## src/include/sicap_map.svh

```systemverilog
// Offsets, field positions, reset values and timing counts of the strap capture block.
// Assumes inclusion by bare name from the core module; the package does not include it.
`ifndef SICAP_MAP_SVH
`define SICAP_MAP_SVH

// Register indices on the serial register port
`define SICAP_ADDR_HARD_STRAP   8'h09
`define SICAP_ADDR_TARGET_ADDR  8'h0A
`define SICAP_ADDR_IMAGE_REV    8'h0B

// Field positions
`define SICAP_HARD_FIELD_MSB    7
`define SICAP_HARD_FIELD_LSB    2
`define SICAP_ADDR_FIELD_MSB    7
`define SICAP_ADDR_FIELD_LSB    1

// Reset and default values
`define SICAP_HARD_RESET        8'h00
`define SICAP_REV_RESET         8'h00
`define SICAP_ADDR_DEFAULT      7'h54

// Three-level strap decode
`define SICAP_TRI_LOW           2'h0
`define SICAP_TRI_MID           2'h1
`define SICAP_TRI_HIGH          2'h3

// Cycles to wait after reset release before sampling settled straps
`define SICAP_SETTLE_CYCLES     4'h3

`endif

```

## src/include/sicap_pkg.sv

```systemverilog
// Types shared by the strap capture block.
// Assumes sicap_map.svh is on the include path.
package sicap_pkg;

	// Mode selector captured from the mode strap
	typedef enum logic {
		SICAP_SOFT_PIN = 1'b0,
		SICAP_HARD_PIN = 1'b1
	} sicap_mode_t;

	// Synchronised strap levels
	typedef struct packed {
		logic       mode;
		logic [5:0] hard_pattern;
		logic       addr_high;
		logic       addr_mid;
	} sicap_strap_t;

	// Register port request
	typedef struct packed {
		logic       rd;
		logic       wr;
		logic [7:0] addr;
		logic [7:0] wdata;
	} sicap_req_t;

endpackage : sicap_pkg

```

## src/core/sicap_core.sv

```systemverilog
// Strap capture and image identity readback registers.
// Assumes strap pins are static around reset and a serial host drives the register port.
`timescale 1ns/10ps
`include "sicap_map.svh"

// Functional notes
// Latch strap values at reset release; hold until next reset.
// Record mode strap: 0 soft-pin, 1 hard-pin.
// In hard-pin mode store six strap pins in bits 7:2.
// Hard-pin field equals pin pattern directly, no translation.
// In soft-pin mode hard-pin field reads zero.
// Target address sits in bits 7:1, bit 0 reserved.
// Address initialised from non-volatile memory, default 0x54.
// Soft-pin: three-level strap sets low bits 0, 1 or 3.
// Hard-pin: low two address bits zero, strap ignored.
// Upper five address bits come from software-writable volatile copy.
// Image revision loads from non-volatile or fixed ROM image.
// Image revision reloads after reset and after each commit.
// Readback registers read-only; writes ignored; reserved bits zero.
// Host reads only after loading finishes to see settled values.
module sicap_core #(
	parameter logic [3:0] SETTLE_CYCLES = `SICAP_SETTLE_CYCLES
) (
	// Clock and reset
	input  wire logic       mclk,
	input  wire logic       rst_n,
	// Strap pins from the board
	input  wire logic       mode_strap_pin,
	input  wire logic [5:0] hard_strap_pin,
	input  wire logic       addr_strap_high,
	input  wire logic       addr_strap_mid,
	// Non-volatile memory image
	input  wire logic [6:0] nvm_target_address,
	input  wire logic [7:0] nvm_image_revision,
	input  wire logic [7:0] rom_image_revision,
	input  wire logic       use_rom_image,
	input  wire logic       nvm_valid,
	input  wire logic       commit_done,
	// Volatile copy of upper address bits
	input  wire logic       addr_upper_wr,
	input  wire logic [4:0] addr_upper_wdata,
	// Register port
	input  wire logic       reg_rd,
	input  wire logic       reg_wr,
	input  wire logic [7:0] reg_addr,
	input  wire logic [7:0] reg_wdata,
	output logic      [7:0] reg_rdata,
	output logic            reg_rvalid,
	// Status
	output logic            config_loaded,
	output logic      [6:0] target_address_field,
	output logic            config_mode_select
);

	// Sequencer states
	typedef enum logic [1:0] {
		ST_SETTLE,
		ST_LOAD,
		ST_RUN
	} sicap_state_t;

	// Sequencer
	sicap_state_t            state_q;
	sicap_state_t            state_d;
	logic [3:0]              settle_q;
	logic [3:0]              settle_d;
	logic                    capture_now;
	logic                    load_now;
	logic                    image_take;
	// Synchronised straps and register request
	sicap_pkg::sicap_strap_t strap_s;
	sicap_pkg::sicap_req_t   req;
	logic                    rd_take;
	// Captured straps
	logic                    mode_q;
	logic [5:0]              hard_strap_pattern_q;
	logic [5:0]              hard_strap_pattern_d;
	logic [1:0]              addr_low_q;
	logic [1:0]              addr_low_d;
	// Address and revision
	logic [4:0]              addr_upper_q;
	logic [4:0]              addr_upper_d;
	logic [7:0]              image_revision_q;
	logic [7:0]              image_revision_d;
	logic                    reload_pend_q;
	logic                    reload_pend_d;
	// Readback views
	logic [7:0]              hard_strap_readback;
	logic [7:0]              serial_target_address;
	logic [7:0]              rdata_d;
	logic                    rvalid_d;

	// Strap pins enter through a two-flop synchroniser
	sicap_sync #(
		.WIDTH(9)
	) u_sync (
		.mclk     (mclk),
		.rst_n    (rst_n),
		.pin_async({mode_strap_pin, hard_strap_pin, addr_strap_high, addr_strap_mid}),
		.pin_sync (strap_s)
	);

	// Register port request as one bundle
	assign req = '{rd: reg_rd, wr: reg_wr, addr: reg_addr, wdata: reg_wdata};

	// A read is taken only without a write beside it
	assign rd_take = req.rd && !req.wr;

	// Last settle cycle: synchroniser has flushed its reset value
	assign capture_now = (state_q == ST_SETTLE) && (settle_q >= SETTLE_CYCLES);

	// Address image taken in the load state
	assign load_now = (state_q == ST_LOAD) && nvm_valid;

	// Revision taken when pending and the image is valid, outside the settle state
	assign image_take = reload_pend_q && nvm_valid && (state_q != ST_SETTLE);

	// Next state: settle after release, take straps once, then run
	always_comb begin
		state_d = state_q;
		case (state_q)
			ST_SETTLE: begin
				if (capture_now) begin
					state_d = ST_LOAD;
				end
			end
			ST_LOAD: begin
				if (nvm_valid) begin
					state_d = ST_RUN;
				end
			end
			ST_RUN: begin
				state_d = ST_RUN;
			end
			default: begin
				state_d = ST_SETTLE;
			end
		endcase
	end

	// State register
	always_ff @(posedge mclk) begin
		if (!rst_n) begin
			state_q <= ST_SETTLE;
		end else begin
			state_q <= state_d;
		end
	end

	// Settle count, frozen once the straps are taken
	always_comb begin
		settle_d = settle_q;
		if (state_q == ST_SETTLE && !capture_now) begin
			settle_d = settle_q + 4'h1;
		end
	end

	// Settle counter
	always_ff @(posedge mclk) begin
		if (!rst_n) begin
			settle_q <= 4'h0;
		end else begin
			settle_q <= settle_d;
		end
	end

	// Mode strap, taken once per reset
	always_ff @(posedge mclk) begin
		if (!rst_n) begin
			mode_q <= 1'b0;
		end else if (capture_now) begin
			mode_q <= strap_s.mode;
		end
	end

	// Hard pattern per pin, zero in soft-pin mode
	for (genvar b = 0; b < 6; b++) begin : g_hard_bit
		assign hard_strap_pattern_d[b] = strap_s.mode & strap_s.hard_pattern[b]; // see see
	end

	// Hard pattern, held until the next reset
	always_ff @(posedge mclk) begin
		if (!rst_n) begin
			hard_strap_pattern_q <= 6'h00;
		end else if (capture_now) begin
			hard_strap_pattern_q <= hard_strap_pattern_d;
		end
	end

	// Three-level address strap decode; high wins over mid
	always_comb begin
		addr_low_d = `SICAP_TRI_LOW;
		if (strap_s.mode == sicap_pkg::SICAP_HARD_PIN) begin
			addr_low_d = 2'h0;
		end else if (strap_s.addr_high) begin
			addr_low_d = `SICAP_TRI_HIGH;
		end else if (strap_s.addr_mid) begin
			addr_low_d = `SICAP_TRI_MID;
		end else begin
			addr_low_d = `SICAP_TRI_LOW;
		end
	end

	// Low address bits, held until the next reset
	always_ff @(posedge mclk) begin
		if (!rst_n) begin
			addr_low_q <= 2'h0;
		end else if (capture_now) begin
			addr_low_q <= addr_low_d;
		end
	end

	// Upper address bits: memory image on load, then software copy
	always_comb begin
		addr_upper_d = addr_upper_q;
		if (load_now) begin
			addr_upper_d = nvm_target_address[6:2];
		end else if (state_q == ST_RUN && addr_upper_wr) begin
			addr_upper_d = addr_upper_wdata;
		end
	end

	// Upper address register, factory default out of reset
	always_ff @(posedge mclk) begin
		if (!rst_n) begin
			addr_upper_q <= 5'(`SICAP_ADDR_DEFAULT >> 2);
		end else begin
			addr_upper_q <= addr_upper_d;
		end
	end

	// Reload pending; a commit wins over a clear in the same cycle
	always_comb begin
		reload_pend_d = reload_pend_q;
		if (commit_done) begin
			reload_pend_d = 1'b1;
		end else if (nvm_valid && state_q != ST_SETTLE) begin
			reload_pend_d = 1'b0;
		end
	end

	// Reload pending flag, armed by reset
	always_ff @(posedge mclk) begin
		if (!rst_n) begin
			reload_pend_q <= 1'b1;
		end else begin
			reload_pend_q <= reload_pend_d;
		end
	end

	// Revision source select
	always_comb begin
		image_revision_d = image_revision_q;
		if (image_take) begin
			image_revision_d = use_rom_image ? rom_image_revision : nvm_image_revision;
		end
	end

	// Image revision register
	always_ff @(posedge mclk) begin
		if (!rst_n) begin
			image_revision_q <= `SICAP_REV_RESET;
		end else begin
			image_revision_q <= image_revision_d;
		end
	end

	// Readback views, reserved bits zero
	assign hard_strap_readback   = mode_q ? {hard_strap_pattern_q, 2'b00} : `SICAP_HARD_RESET; // see
	assign serial_target_address = {addr_upper_q, addr_low_q, 1'b0}; // see

	// Read decode; writes are never stored
	always_comb begin
		rdata_d = 8'h00;
		case (req.addr)
			`SICAP_ADDR_HARD_STRAP: begin
				rdata_d = hard_strap_readback;
			end
			`SICAP_ADDR_TARGET_ADDR: begin
				rdata_d = serial_target_address;
			end
			`SICAP_ADDR_IMAGE_REV: begin
				rdata_d = image_revision_q;
			end
			default: begin
				rdata_d = 8'h00;
			end
		endcase
	end

	// Answer strobe follows a taken read
	assign rvalid_d = rd_take;

	// Answer strobe, one cycle after the request
	always_ff @(posedge mclk) begin
		if (!rst_n) begin
			reg_rvalid <= 1'b0;
		end else begin
			reg_rvalid <= rvalid_d;
		end
	end

	// Read data, held until the next read
	always_ff @(posedge mclk) begin
		if (!rst_n) begin
			reg_rdata <= 8'h00;
		end else if (rd_take) begin
			reg_rdata <= rdata_d;
		end
	end

	// Status outputs
	assign config_loaded        = (state_q == ST_RUN) && !reload_pend_q;
	assign target_address_field = serial_target_address[`SICAP_ADDR_FIELD_MSB:`SICAP_ADDR_FIELD_LSB];
	assign config_mode_select   = mode_q;

endmodule : sicap_core

```

## src/core/sicap_sync.sv

```systemverilog
// Two-flop synchroniser for a group of strap pins.
// Assumes pins are quasi-static levels from the board.
`timescale 1ns/10ps
module sicap_sync #(
	parameter int WIDTH = 9
) (
	// Clock and reset
	input  wire logic             mclk,
	input  wire logic             rst_n,
	// Levels
	input  wire logic [WIDTH-1:0] pin_async,
	output logic      [WIDTH-1:0] pin_sync
);

	logic [WIDTH-1:0] meta_q;

	// First stage read only by the second
	always_ff @(posedge mclk) begin
		if (!rst_n) begin
			meta_q   <= '0;
			pin_sync <= '0;
		end else begin
			meta_q   <= pin_async;
			pin_sync <= meta_q;
		end
	end

endmodule : sicap_sync

```

## config.mk

```make
export PLATFORM = sky130hd
export DESIGN_NAME = sicap_core
export DESIGN_NICKNAME = d
export VERILOG_FILES = /design/src/include/sicap_pkg.sv /design/src/core/sicap_core.sv /design/src/core/sicap_sync.sv
export VERILOG_INCLUDE_DIRS = /design/src /design/src/include
export SDC_FILE = /design/constraint.sdc
export NUM_CORES = 1
export LEC_CHECK = 0
export BUFFER_PORTS_ARGS = -buffer_cell sky130_fd_sc_hd__clkbuf_2
export CAP_MARGIN = 20
export CORE_MARGIN = 2
export CORE_UTILIZATION = 50
export CTS_CLUSTER_SIZE = 16
export DETAILED_ROUTE_END_ITERATION = 8
export PLACE_DENSITY_LB_ADDON = 0.25
export SLEW_MARGIN = 25
export SYNTH_ARGS = -nofsm -noshare
export SYNTH_HDL_FRONTEND = slang
export SYNTH_SLANG_ARGS = --single-unit
export TNS_END_PERCENT = 20
```

## constraint.sdc

```tcl
create_clock -name mclk -period 3.2 [get_ports mclk]
set_input_delay 0.48 -clock mclk [delete_from_list [all_inputs] [get_ports mclk]]
set_output_delay 0.48 -clock mclk [all_outputs]
set_load 0.03 [all_outputs]
```

# [After elaboration in Yosys (flattened, before gate mapping)]
# Cells that the tools add are included.
[classes] addsub=1 n_mul=0 div=0 n_lt_le_gt_ge=1 eq_ne=7 shift=0 mux=11 bitwise=7 reduce_logical=17
[ops] op="8-bit by 4-bit == test with 1-bit output, second input constant" count=3
[ops] op="8-bit one-hot mux with 3 select lines" count=1
[ops] op="8-bit 2-to-1 mux" count=2
[ops] op="5-bit 2-to-1 mux" count=2
[ops] op="1-bit logical AND" count=9
[ops] op="2-bit 2-to-1 mux" count=4
[ops] op="1-bit bitwise AND" count=6
[ops] op="2-bit one-hot mux with 3 select lines" count=1
[ops] op="4-bit by 1-bit adder with 4-bit output, second input constant" count=1
[ops] op="4-bit by 2-bit greater-or-equal comparator with 1-bit output, second input constant" count=1
[ops] op="2-bit inequality test, second input constant" count=2
[ops] op="2-bit nonzero test" count=2
[ops] op="1-bit zero test" count=3
[ops] op="2-bit by 1-bit == test with 1-bit output, second input constant" count=1
[ops] op="2-bit == test, second input constant" count=1
[ops] op="2-bit zero test" count=1
[ops] op="2-bit AND reduction" count=1
[ops] op="2-bit OR reduction" count=1
[ops] op="1-bit 2-to-1 mux" count=1
[ops] op="1-bit inverter" count=1
[totals] register_bits=56 latchBits=0 ram_bits=0 mem_bits_ro=0 inputBits=61 output_inout_bits=18 word_cells=56 mem_count=0

# [Depth between registers and ports, before layout]
[logic_depth] word_depth=4 depth_mapped=7 mapped_depth_nobuf=5

# [Hierarchy]
# Synthesis repeated with hierarchy kept, for this count alone.
[hier_totals] cells_unflattened=231 hier_area_um2=2301.0
[by_module_without_submodules] module="sicap_core" n_inst=1 cells_each=194 area_each_um2=1799.2
[by_module_without_submodules] module="sicap_sync" n_inst=1 cells_each=37 area_each_um2=501.7

# [Worst setup path before layout]
# OpenSTA, ideal clock, no wires.
[synth_timing] kind="reg-to-output" startpoint="register state_q[0]" endpoint="output port config_loaded" t_arrival_ns=1.098 setup_slack_ns=1.622 path_stages_with_launch=4 cell_sequence="dfxtp_1 -> inv_1 -> ha_1 -> nor2b_1"
[synth_between] elab_chain_cells=2
[synth_rtl] item="start, declared" line="sicap_core.sv:63" rtl="sicap_state_t state_q;"
[synth_rtl] item="start signal, assigned" line="sicap_core.sv:146" rtl="state_q <= state_d;"
[synth_rtl] item="2-bit == test" line="sicap_core.sv:313" rtl="assign config_loaded = (state_q == ST_RUN) && !reload_pend_q;"
[synth_rtl] item="1-bit logical AND" line="sicap_core.sv:313"
[synth_rtl] item="end, declared" line="sicap_core.sv:50" rtl="output logic config_loaded,"
# No other way between the ends.

# [Worst setup path in the final report]
# Ends and elaborated chain as after synthesis.

==> run summary <==
status -> finished clean
vias per inst -> 5.299
xor and xnor area share after synthesis -> 0.3776%
Rows -> 24
H-tree depth -> 2
critical path launch point type -> flip-flop
leakage -> 1.199 nW
measured slew at the worst slew-check pin -> 0.8134 ns
Synth-to-Final Area Change -> 19.63%
DRT iter0 DRCs -> 90
maximum number of pins on one net before global-route repair -> 29
Max Slew Vio Count -> 0
drt drc -> 0
Seq. cell area -> 1121 µm²
kind of critical path -> reg2out
Tcrit/Tclk final -> 57.29%
Seq/Total Area, Yosys -> 48.33%
IO Port Bufs -> 68
Tot GR Track Use -> 17.44%
unrepaired setup endpoints after global routing -> false
root buf cell -> clkbuf_8
Peak VDD IR -> 0.0003363 V
Period minus WS final -> 1.833 ns
Clock Tree Buf Depth -> 2
clock-pin slew on the worst setup and hold paths -> 0.10 ns
global-route wire length before repair -> 7134 µm
core area -> 4414 µm²
cells after synthesis -> 229
max cap viols -> 0
post-DR wirelength/cell -> 13.13 µm
# IOs -> 79
CTS sink count -> 56
largest family of logic cells by synthesized area -> simple AND/OR/NAND/NOR gates
vias in the first global route -> 1630
hold buffer count at cts -> 0
die span in y -> 72.12 µm
max_slew headroom -> 45.45%
YS warnings -> 0
Inserted Diodes -> 0
routed via count -> 1823
hold path start -> hard_strap_pin[4]
Async SR Flop Fraction -> 0%
area of the multi-input gates -> 1092 µm²
Post-DRT Antenna Nets -> 0
worst path required time -> 2.72 ns
Synth Flop Type -> dfxtp_1
number of CTS-inserted buffers -> 5
simple-gate share of the synthesized area -> 20.50%
synthesized flop and latch total -> 56
aggregate global routing overflow -> 0
Core Util, Final -> 62.87%
clk_skew -> 0.007808 ns
Area contributors post-synth -> dfxtp_1 48%, and2_1 5.4%, mux2i_1 4.7%
Synth Area per Inst -> 10.13 µm²
initial antenna violation count -> 0
Worst R2R Start -> state_q[0]
post-synth top area share -> 48.33%
CP endpoint kind -> output pin
multiplexer share of the synthesized area -> 4.746%
die area -> 5201 µm²
PwrDens -> 569.5 nW/µm²
number of synthesized flops with an enable pin -> 0
cts repair resizes -> 0
routability cong. -> 0.7712
fmax -> 545.4 MHz
Post-Synth Adder-Cell Area -> 2.157%
mapped cell area -> 2320 µm²
fill count -> 383
worst-path maximum fanout -> 7
Syn Nets -> 294
worst hold margin -> 0.3739 ns
Setup TNS -> 0 ns
Crit. Startpoint -> state_q[0]
final setup fails -> 0
Final Hold Fails -> 0
Initial Util -> 52.55%
CTS tree -> yes
worst min path class -> in2reg
CP arrival -> 1.35 ns
final wirelength -> 4518 µm
first-pass detailed-route iteration total -> 4
layout cell share with drive strength beyond 1 -> 32.19%
nets -> 356
Yosys top cell by area -> dfxtp_1
Synth Area in Compound Gates -> 19.31%
Clk Latency, worst-skew pair -> 0.30 ns
Post-CTS Setup Bufs -> 0
Die W -> 72.12 µm
library cells used by synthesis -> 43
detailed-placement wirelength estimate -> 3452 µm
## sequential cells by signal (all words and copies together) (netlist names)
signal,count
image_revision_q,8
settle_q,4
config_mode_select,1
reg_rvalid,1
state_q,2
u_sync.meta_q,9
addr_upper_q,5
addr_low_q,2
hard_strap_pattern_q,6
reload_pend_q,1
reg_rdata,8
u_sync.pin_sync,9
## worst max-delay path, stage by stage, from the launching register on
cell and delay [ns]:
dfxtp_1 0.32, inv_1 0.10, ha_1 0.26, nor2b_1 0.15
clkbuf_2 0.21
## synth_stat cells, types with 3 or more instances
master,instances
inv_1,4
nor2b_1,3
nand2_1,17
nand3_1,8
o21ai_0,4
a221oi_1,3
and3_1,5
mux2i_1,11
a21boi_0,4
nor2_1,14
o2bb2ai_1,4
ha_1,4
dfxtp_1,56
and2_1,20
a22o_1,4
a211oi_2,8
clkbuf_1,4
nand3b_1,6
a21oi_1,17
buf_4,3
## where the power goes
group | total (W) | internal [W] | switching [W] | leakage [nW]
Sequential | 0.000774 | 0.000744 | 0.0000296 | 0.456
Combinational | 0.000269 | 0.000119 | 0.000150 | 0.674
Clock | 0.000538 | 0.000315 | 0.000223 | 0.0687
Total | 0.00158 | 0.00118 | 0.000403 | 1.20
## routing by layer
layer  wire (µm)  up-vias  global-route usage (%)  share of wire (%)
met5           0        -                       0                  0
met3         234        5                   4.583                5.2
met2        2157       49                   30.58                 48
met4          50        0                   6.289                1.1
met1        2075      833                   20.46                 46
li1            -      936                       -                  -
## through the flow
| stage | power (W) | setup WS, ns | cell area, µm² | std cells |
|---|---|---|---|---|
| after floorplan | 0.0009980 | 1.622 | 2320 | 229 |
| after global placement | 0.001051 | 1.370 | 2638 | 336 |
| after detailed placement | 0.001062 | 1.361 | 2638 | 336 |
| after CTS | 0.001595 | 1.341 | 2775 | 344 |
| after global routing | 0.001654 | 1.251 | 2775 | 344 |
| final | 0.001581 | 1.367 | 2775 | 344 |
## final timing paths
path | slack (ns) | cells after the start | end
max | 1.37 | 4 | config_loaded
min reg2reg | 0.44 | 1 | u_sync.pin_sync[6]
min | 0.37 | 2 | u_sync.meta_q[6]
max reg2reg | 1.40 | 5 | image_revision_q[7]
## cell usage in the layout, fill, tap and decap left out, drive strengths merged, types with 3 or more instances in the layout
master | netlist | layout
ha | 4 | 4
nand3 | 8 | 8
mux2i | 11 | 11
a221oi | 3 | 3
clkbuf | 5 | 73
nor2 | 16 | 16
nand2 | 17 | 17
dfxtp | 56 | 56
inv | 5 | 6
and2 | 20 | 20
nor2b | 3 | 3
a211oi | 10 | 10
a21oi | 19 | 19
nand3b | 6 | 6
o21ai | 4 | 4
and3 | 5 | 5
a22o | 4 | 4
o2bb2ai | 4 | 4
a21boi | 4 | 4
## cell type report
type / instances / area share, %
tap: 52 / 2.344
timing repair buffer: 68 / 12.26
sequential: 56 / 40.40
clock inverter: 3 / 2.480
multi-input combinational: 155 / 39.36
clock buffer: 5 / 2.480
inverter: 5 / 0.6763
## kinds of logic (layout without fill, tap and decap cells)
logic type                 after synthesis  in the layout
adders and majority gates                4              4
muxes                                   11             11
xor gates and xnor gates                 1              1
and+or+nand+nor                         83             83
DFF                                     56             56
buffers and inverters                   18             81
AOI/OAI and AO/OA                       56             56
(Power assumes the default switching activity.)
